**src/pkg/dpw_pkg.sv**
```systemverilog
package dpw_pkg;

    // Register addresses as carried in the instruction byte
    localparam logic [4:0] ADDR_WIPER0 = 5'h00;
    localparam logic [4:0] ADDR_WIPER1 = 5'h01;
    localparam logic [4:0] ADDR_ACCESS = 5'h10;

    // Values after power-up preset
    localparam logic [7:0] WIPER_RST = 8'h80;
    localparam logic [7:0] ACCESS_RST = 8'h40;

    // Access control field positions and writable bits
    localparam int ACC_SDO_OD_BIT = 1;
    localparam int ACC_SHUTDOWN_N_BIT = 6;
    localparam logic [7:0] ACCESS_WMASK = 8'h42;

    // Opcodes in the top three bits of the instruction byte
    localparam logic [2:0] OPC_NO_OPERATION = 3'h0;
    localparam logic [2:0] OPC_ACC_READ = 3'h1;
    localparam logic [2:0] OPC_ACC_WRITE = 3'h3;
    localparam logic [2:0] OPC_REG_READ = 3'h4;
    localparam logic [2:0] OPC_REG_WRITE = 3'h6;

    // Marker sent ahead of the address in a chained read answer
    localparam logic [2:0] CHAIN_CODE = 3'h7;

    // Bits in one transaction word (instruction plus data)
    localparam logic [3:0] WORD_LAST_BIT = 4'hF;
    localparam logic [3:0] BYTE_LAST_BIT = 4'h7;

    // Decoded register target
    localparam logic [1:0] TGT_NONE = 2'h0;
    localparam logic [1:0] TGT_WIPER = 2'h1;
    localparam logic [1:0] TGT_ACCESS = 2'h2;

    // Instruction byte layout
    typedef struct packed {
        logic [2:0] opc;
        logic [4:0] addr;
    } dpw_instr_s;

    // One-cycle write request towards the register file
    typedef struct packed {
        logic       en;
        dpw_instr_s instr;
        logic [7:0] data;
    } dpw_wr_s;

    // Register a read or write instruction reaches
    function automatic logic [1:0] dpw_target(input dpw_instr_s i);
        logic [1:0] t;
        t = TGT_NONE;
        if (i.opc == OPC_ACC_READ || i.opc == OPC_ACC_WRITE)
        begin
            t = TGT_ACCESS;
        end
        else if (i.opc == OPC_REG_READ || i.opc == OPC_REG_WRITE)
        begin
            if (i.addr == ADDR_WIPER0 || i.addr == ADDR_WIPER1)
                t = TGT_WIPER;
            else if (i.addr == ADDR_ACCESS)
                t = TGT_ACCESS;
        end
        return t;
    endfunction : dpw_target

    // True for the two read opcodes
    function automatic logic dpw_is_read(input dpw_instr_s i);
        return (i.opc == OPC_ACC_READ) || (i.opc == OPC_REG_READ);
    endfunction : dpw_is_read

    // True for the two write opcodes
    function automatic logic dpw_is_write(input dpw_instr_s i);
        return (i.opc == OPC_ACC_WRITE) || (i.opc == OPC_REG_WRITE);
    endfunction : dpw_is_write

endpackage : dpw_pkg

```
**src/hdl/dpw_regfile.sv**
```systemverilog
`timescale 1ns/1ns
module dpw_regfile
(
    input  wire logic              core_clk,   // System clock
    input  wire logic              sys_rst,    // Power-up preset, sync high
    input  wire dpw_pkg::dpw_wr_s  wr_req,     // Committed write, one cycle
    input  wire dpw_pkg::dpw_instr_s rd_instr, // Instruction being answered
    output logic [7:0]             rd_data_ff, // Registered read data
    output logic [7:0]             wiper_ff,   // Wiper position register
    output logic [7:0]             access_ff   // Access control register
);

    ////////////////////////////////////////////////////////////////////////
    // Wiper position: preset to mid-scale, kept through shutdown
    always_ff @(posedge core_clk)
    begin
        if (sys_rst)
            wiper_ff <= dpw_pkg::WIPER_RST;
        else if (wr_req.en && dpw_pkg::dpw_target(wr_req.instr) == dpw_pkg::TGT_WIPER)
            wiper_ff <= wr_req.data;
    end

    // Access control: unused bits never store a one
    always_ff @(posedge core_clk)
    begin
        if (sys_rst)
            access_ff <= dpw_pkg::ACCESS_RST;
        else if (wr_req.en && dpw_pkg::dpw_target(wr_req.instr) == dpw_pkg::TGT_ACCESS)
            access_ff <= wr_req.data & dpw_pkg::ACCESS_WMASK;
    end

    // Read mux; unmapped addresses read as zero
    always_ff @(posedge core_clk)
    begin
        if (sys_rst)
            rd_data_ff <= 8'h00;
        else
        begin
            case (dpw_pkg::dpw_target(rd_instr))
                dpw_pkg::TGT_WIPER:  rd_data_ff <= wiper_ff;
                dpw_pkg::TGT_ACCESS: rd_data_ff <= access_ff;
                default:             rd_data_ff <= 8'h00;
            endcase
        end
    end
endmodule : dpw_regfile

```
**src/hdl/dpw_core.sv**
```systemverilog
`timescale 1ns/1ns
module dpw_core
(
    input  wire logic  core_clk,        // System clock, 250 MHz
    input  wire logic  sys_rst,         // Power-up preset, sync high
    input  wire logic  sck,             // Serial clock pin
    input  wire logic  cs_n,            // Select pin, active low
    input  wire logic  sdi,             // Serial data in pin
    output logic       sdo_level,       // Serial data out level
    output logic       sdo_oe_n,        // Output enable, low drives
    output logic [7:0] wiper_tap,       // Tap code to the array
    output logic       shutdown,        // Array open, wiper tied low
    output logic       standby          // Deselected, low power
);

    ////////////////////////////////////////////////////////////////////////
    // Session states
    typedef enum logic [2:0] {
        ST_WAIT_HIGH = 3'h1,  // After preset, select not yet seen high
        ST_IDLE      = 3'h2,  // Deselected
        ST_ACTIVE    = 3'h4   // Selected, shifting
    } dpw_state_e;

    dpw_state_e          state_ff;     // Session state
    logic [2:0]          sck_sync_ff;  // Clock synchroniser plus history
    logic [2:0]          cs_sync_ff;   // Select synchroniser plus history
    logic [1:0]          sdi_sync_ff;  // Data synchroniser
    logic [15:0]         rx_ff;        // Last word received
    logic [15:0]         tx_ff;        // Word going out
    logic [3:0]          bit_ff;       // Bit within word
    logic                first_ff;     // Still in first word of session
    logic                word_ff;      // A whole word has arrived
    logic                upd_ff;       // Present first bit after select
    dpw_pkg::dpw_instr_s instr_ff;     // First instruction of session
    logic                pend_ff;      // Read left for next session
    dpw_pkg::dpw_instr_s pend_instr_ff;// Its instruction
    dpw_pkg::dpw_wr_s    wr_req_ff;    // Commit pulse
    logic [7:0]          rd_data;      // Register read data
    logic [7:0]          wiper_q;      // Stored wiper position
    logic [7:0]          access_q;     // Access control register
    logic                sck_rise;
    logic                sck_fall;
    logic                cs_fall;
    logic                cs_rise;
    logic                od_mode;
    logic                imm_load;
    dpw_pkg::dpw_instr_s rx_instr;
    dpw_pkg::dpw_instr_s first_instr;

    ////////////////////////////////////////////////////////////////////////
    // Pins cross into core_clk through two flops; stage two is read, stage three only for edges
    always_ff @(posedge core_clk)
    begin
        if (sys_rst)
        begin
            sck_sync_ff <= 3'h0;
            // Low history makes the wait state see a real high; the false rise is ignored
            cs_sync_ff  <= 3'h0;
            sdi_sync_ff <= 2'h0;
        end
        else
        begin
            sck_sync_ff <= {sck_sync_ff[1:0], sck};
            cs_sync_ff  <= {cs_sync_ff[1:0], cs_n};
            sdi_sync_ff <= {sdi_sync_ff[0], sdi};
        end
    end

    // Edges from stage two against stage three
    assign sck_rise = sck_sync_ff[1] & ~sck_sync_ff[2];
    assign sck_fall = ~sck_sync_ff[1] & sck_sync_ff[2];
    assign cs_fall  = ~cs_sync_ff[1] & cs_sync_ff[2];
    assign cs_rise  = cs_sync_ff[1] & ~cs_sync_ff[2];
    assign od_mode  = access_q[dpw_pkg::ACC_SDO_OD_BIT];
    assign rx_instr = rx_ff[15:8];
    assign first_instr = {rx_ff[6:0], sdi_sync_ff[1]};
    // An immediate read answer replaces pass-through at end of word one
    assign imm_load = first_ff && bit_ff == dpw_pkg::WORD_LAST_BIT && dpw_pkg::dpw_is_read(instr_ff);

    ////////////////////////////////////////////////////////////////////////
    // Session control; a select fall before select is seen high is ignored
    always_ff @(posedge core_clk)
    begin
        if (sys_rst)
            state_ff <= ST_WAIT_HIGH;
        else
        begin
            case (state_ff)
                ST_WAIT_HIGH: if (cs_sync_ff[1]) state_ff <= ST_IDLE;
                ST_IDLE:      if (cs_fall) state_ff <= ST_ACTIVE;
                ST_ACTIVE:    if (cs_rise) state_ff <= ST_IDLE;
                default:      state_ff <= ST_WAIT_HIGH;
            endcase
        end
    end

    // Receive side: shift on clock rise only while selected
    always_ff @(posedge core_clk)
    begin
        if (sys_rst || state_ff != ST_ACTIVE)
        begin
            rx_ff    <= 16'h0000;
            bit_ff   <= 4'h0;
            first_ff <= 1'b1;
            word_ff  <= 1'b0;
            instr_ff <= '0;
        end
        else if (sck_rise)
        begin
            rx_ff  <= {rx_ff[14:0], sdi_sync_ff[1]};
            bit_ff <= bit_ff + 4'h1;
            if (first_ff && bit_ff == dpw_pkg::BYTE_LAST_BIT)
                instr_ff <= first_instr;
            if (bit_ff == dpw_pkg::WORD_LAST_BIT)
            begin
                first_ff <= 1'b0;
                word_ff  <= 1'b1;
            end
        end
    end

    // Transmit word: pass-through, or a read answer loaded in its place
    always_ff @(posedge core_clk)
    begin
        if (sys_rst)
            tx_ff <= 16'h0000;
        else if (state_ff == ST_IDLE && cs_fall)
            tx_ff <= pend_ff ? {dpw_pkg::CHAIN_CODE, pend_instr_ff.addr, rd_data} : 16'h0000;
        else if (state_ff == ST_ACTIVE && sck_rise)
        begin
            if (imm_load)
                tx_ff <= {instr_ff, rd_data};
            else
                tx_ff <= {tx_ff[14:0], sdi_sync_ff[1]};
        end
    end

    // First output bit appears one cycle after select falls
    always_ff @(posedge core_clk)
    begin
        if (sys_rst)
            upd_ff <= 1'b0;
        else
            upd_ff <= state_ff == ST_IDLE && cs_fall;
    end

    // Output pin: changes on clock fall; released while deselected
    always_ff @(posedge core_clk)
    begin
        if (sys_rst || state_ff != ST_ACTIVE || cs_rise)
        begin
            sdo_level <= 1'b0;
            sdo_oe_n  <= 1'b1;
        end
        else if (sck_fall || upd_ff)
        begin
            // Open drain only pulls low; a one leaves the pin to the pull-up
            sdo_level <= od_mode ? 1'b0 : tx_ff[15];
            sdo_oe_n  <= od_mode ? tx_ff[15] : 1'b0;
        end
    end

    ////////////////////////////////////////////////////////////////////////
    // Commit on select rise, from the last whole word only
    always_ff @(posedge core_clk)
    begin
        if (sys_rst)
            wr_req_ff <= '0;
        else
        begin
            wr_req_ff.en    <= state_ff == ST_ACTIVE && cs_rise && word_ff && bit_ff == 4'h0
                               && dpw_pkg::dpw_is_write(rx_instr);
            wr_req_ff.instr <= rx_instr;
            wr_req_ff.data  <= rx_ff[7:0];
        end
    end

    // A read left last in a session is answered at the next select fall
    always_ff @(posedge core_clk)
    begin
        if (sys_rst)
        begin
            pend_ff       <= 1'b0;
            pend_instr_ff <= '0;
        end
        else if (state_ff == ST_ACTIVE && cs_rise)
        begin
            pend_ff       <= word_ff && bit_ff == 4'h0 && dpw_pkg::dpw_is_read(rx_instr);
            pend_instr_ff <= rx_instr;
        end
        else if (state_ff == ST_IDLE && cs_fall)
            pend_ff <= 1'b0;
    end

    // Register file; read select follows whichever answer is due
    dpw_regfile u_regs
    (
        .core_clk   (core_clk),
        .sys_rst    (sys_rst),
        .wr_req     (wr_req_ff),
        .rd_instr   (pend_ff ? pend_instr_ff : instr_ff),
        .rd_data_ff (rd_data),
        .wiper_ff   (wiper_q),
        .access_ff  (access_q)
    );

    // Analog-facing outputs; shutdown leaves the stored code alone
    always_ff @(posedge core_clk)
    begin
        if (sys_rst)
        begin
            wiper_tap <= dpw_pkg::WIPER_RST;
            shutdown  <= 1'b0;
            standby   <= 1'b1;
        end
        else
        begin
            wiper_tap <= wiper_q;
            shutdown  <= ~access_q[dpw_pkg::ACC_SHUTDOWN_N_BIT];
            standby   <= state_ff != ST_ACTIVE;
        end
    end
endmodule : dpw_core

```
**config.mk**
```make
export PLATFORM = sky130hd
export DESIGN_NAME = dpw_core
export DESIGN_NICKNAME = d
export VERILOG_FILES = /design/src/pkg/dpw_pkg.sv /design/src/hdl/dpw_regfile.sv /design/src/hdl/dpw_core.sv
export SDC_FILE = /design/constraint.sdc
export NUM_CORES = 1
export LEC_CHECK = 0
export ABC_AREA = 1
export BUFFER_PORTS_ARGS = -buffer_cell sky130_fd_sc_hd__buf_2
export CAP_MARGIN = 20
export CORE_ASPECT_RATIO = 2
export CORE_UTILIZATION = 60
export DETAILED_ROUTE_END_ITERATION = 6
export HOLD_SLACK_MARGIN = 0.08
export PLACE_DENSITY_LB_ADDON = 0.15
export SKIP_CTS_REPAIR_TIMING = 1
export SLEW_MARGIN = 20
export SYNTH_ARGS = -nofsm -noshare
export SYNTH_HDL_FRONTEND = slang
export SYNTH_HIERARCHICAL = 1
export SYNTH_SLANG_ARGS = --single-unit
```
**constraint.sdc**
```tcl
create_clock -name core_clk -period 4.05 [get_ports core_clk]
set_input_delay 0.405 -clock core_clk [delete_from_list [all_inputs] [get_ports core_clk]]
set_output_delay 0.405 -clock core_clk [all_outputs]
set_load 0.1 [all_outputs]
```
==> metrics.csv <==
metric,value,unit
Clock Tree Root,clkbuf_16,
Tcrit/Tclk final,57.6,%
startpoint types,flip-flop,
PortBufs,16,
drt first-iter violations,208,
worst slew pin tran,0.984,ns
Syn Area/Cell,7.20,um2
GPL Wtd Cong,0.988,
leakage power,1.92,nW
Min Hold Slack,0.263,ns
DRT Pass-1 Iters,5,
I/O pin total,17,
GRT Util Overall,27.2,%
headroom to the max-slew limit,34.2,%
antenna violations before repair,0,
H-tree depth,3,
Die Y,125,um
CTS sink cnt,112,
Mapped Area,4560,um2
Tmin final,2.33,ns
NumNets Final,645,
Syn. warnings,6,
Die Wd,63.7,um
latest clock arrival within the worst-skew pair,0.34,ns
worst path required time,4.32,ns
Mapped Cells,634,
Syn Nets,643,
setup total negative slack,0,ns
Clock Path Buffers,2,
number of diodes,0,
cts bufs inserted,9,
WS Path Type,reg2reg,
dpl cell area,4640,um2
final setup violation count,0,
die area,7980,um2
Max Cap Viol,0,
Peak Freq,0.429,GHz
vias in the first global route,3717,
data arrival time of the worst path,2.60,ns
Fillers,650,
unrepaired setup endpoints after global routing,false,
Final Max Slew Viols,0,
CP max FO,23,
drt wl/cell,13.8,um
area delta synth->final,7.46,%
vias,3841,
Setup crit end kind,flip-flop,
pin count of the biggest net entering global routing,31,
FP Rows,44,
Post-DP HPWL,7.31,mm
PD cells,404,nW/um2
DRC violations left,0,
Starting Density,62.3,%
R2R setup slack,1.72,ns
Min-Delay Path Class,in2reg,
vias per std cell,5.25,
core footprint,7320,um2
post-route ant nets,0,
"Remaining Overflow, GRT",0,
Fin. Hold Viols,0,
first-pass GRT wire length,16.6,mm
clock skew,0.00612,ns
clk slew on worst S/H paths,0.07,ns
final instance area,4900,um2
drt total wl,10.1,mm
share of layout cells above drive strength 1,7.67,%
outcome,completed,
CTS tree,yes,
Max IR drop VDD,262,uV
[power by group]
group | total (W) | internal, W | leakage, nW | switching [W]
clock network | 0.000811 | 0.000432 | 0.128 | 0.000379
logic | 0.0000512 | 0.0000148 | 0.887 | 0.0000364
registers | 0.00112 | 0.00111 | 0.904 | 0.00000815
[area by class of cell]
cell class | instances | area (um2) | share of cell area (%)
flip-flops and latches | 112 | 2240 | 45.7
multi-input cells | 383 | 1760 | 35.9
inverters | 112 | 425 | 8.68
clock buffers | 11 | 243 | 4.95
well taps | 92 | 115 | 2.35
repair buffers | 18 | 95.1 | 1.94
clock inverters | 3 | 25.0 | 0.510
[stage by stage]
step                      util (%)  instances  total power (W)  setup slack, ns
after detailed placement      63.3        717          0.00119             1.77
after floorplan                  -        634          0.00118             2.01
final                         67.0        731          0.00198             1.72
after global routing          67.0        731          0.00204             1.51
after CTS                     67.0        731          0.00199             1.73
after global placement        63.3        717          0.00119             1.84
[registers in the layout, indices dropped and copies added, names as in the netlist, 2 cells and up]
name               count
wr_req_ff             16
u_regs/access_ff       2
state_ff               3
wiper_tap              8
sdi_sync_ff            2
u_regs/rd_data_ff      8
tx_ff                 16
cs_sync_ff             3
pend_instr_ff          7
bit_ff                 4
sck_sync_ff            3
u_regs/wiper_ff        8
instr_ff               8
rx_ff                 16
[layer usage]
metal	vias up	GRT usage [%]	share of wire [%]
li1	1957	-	-
met1	1765	26.9	38
met3	39	4.93	2.7
met5	-	0	0
met4	0	18.9	5.6
met2	80	49.4	53
[cells in the final DEF (no fill, tap or decap), drive strengths merged]
cell type / count
nand2: 119
inv: 113
dfxtp: 112
nor2: 96
o21ai: 54
nand3: 50
a21oi: 47
buf: 18
clkbuf: 11
nand4: 6
ha: 4
or2: 2
a211oi: 1
nor4: 1
o21bai: 1
and3: 1
clkinvlp: 1
o21a: 1
clkinv: 1
[path summary, 6_finish.rpt]
check	from	end	cells past startpoint
worst max-delay path	pend_ff	u_regs/rd_data_ff[1]	8
worst min-delay path	sck	sck_sync_ff[0]	3
worst max register to register	pend_ff	u_regs/rd_data_ff[1]	8
worst min register to register	sdi_sync_ff[0]	sdi_sync_ff[1]	2
[worst max-delay path, cell delays in order (launching register included)]
cell,delay [ns]
dfxtp_1,0.77
o21ai_0,0.25
nor2_1,0.12
nand3_1,0.11
o21a_1,0.21
inv_1,0.06
ha_1,0.22
or2_2,0.37
a21oi_1,0.15
(Power assumes the default switching activity.)
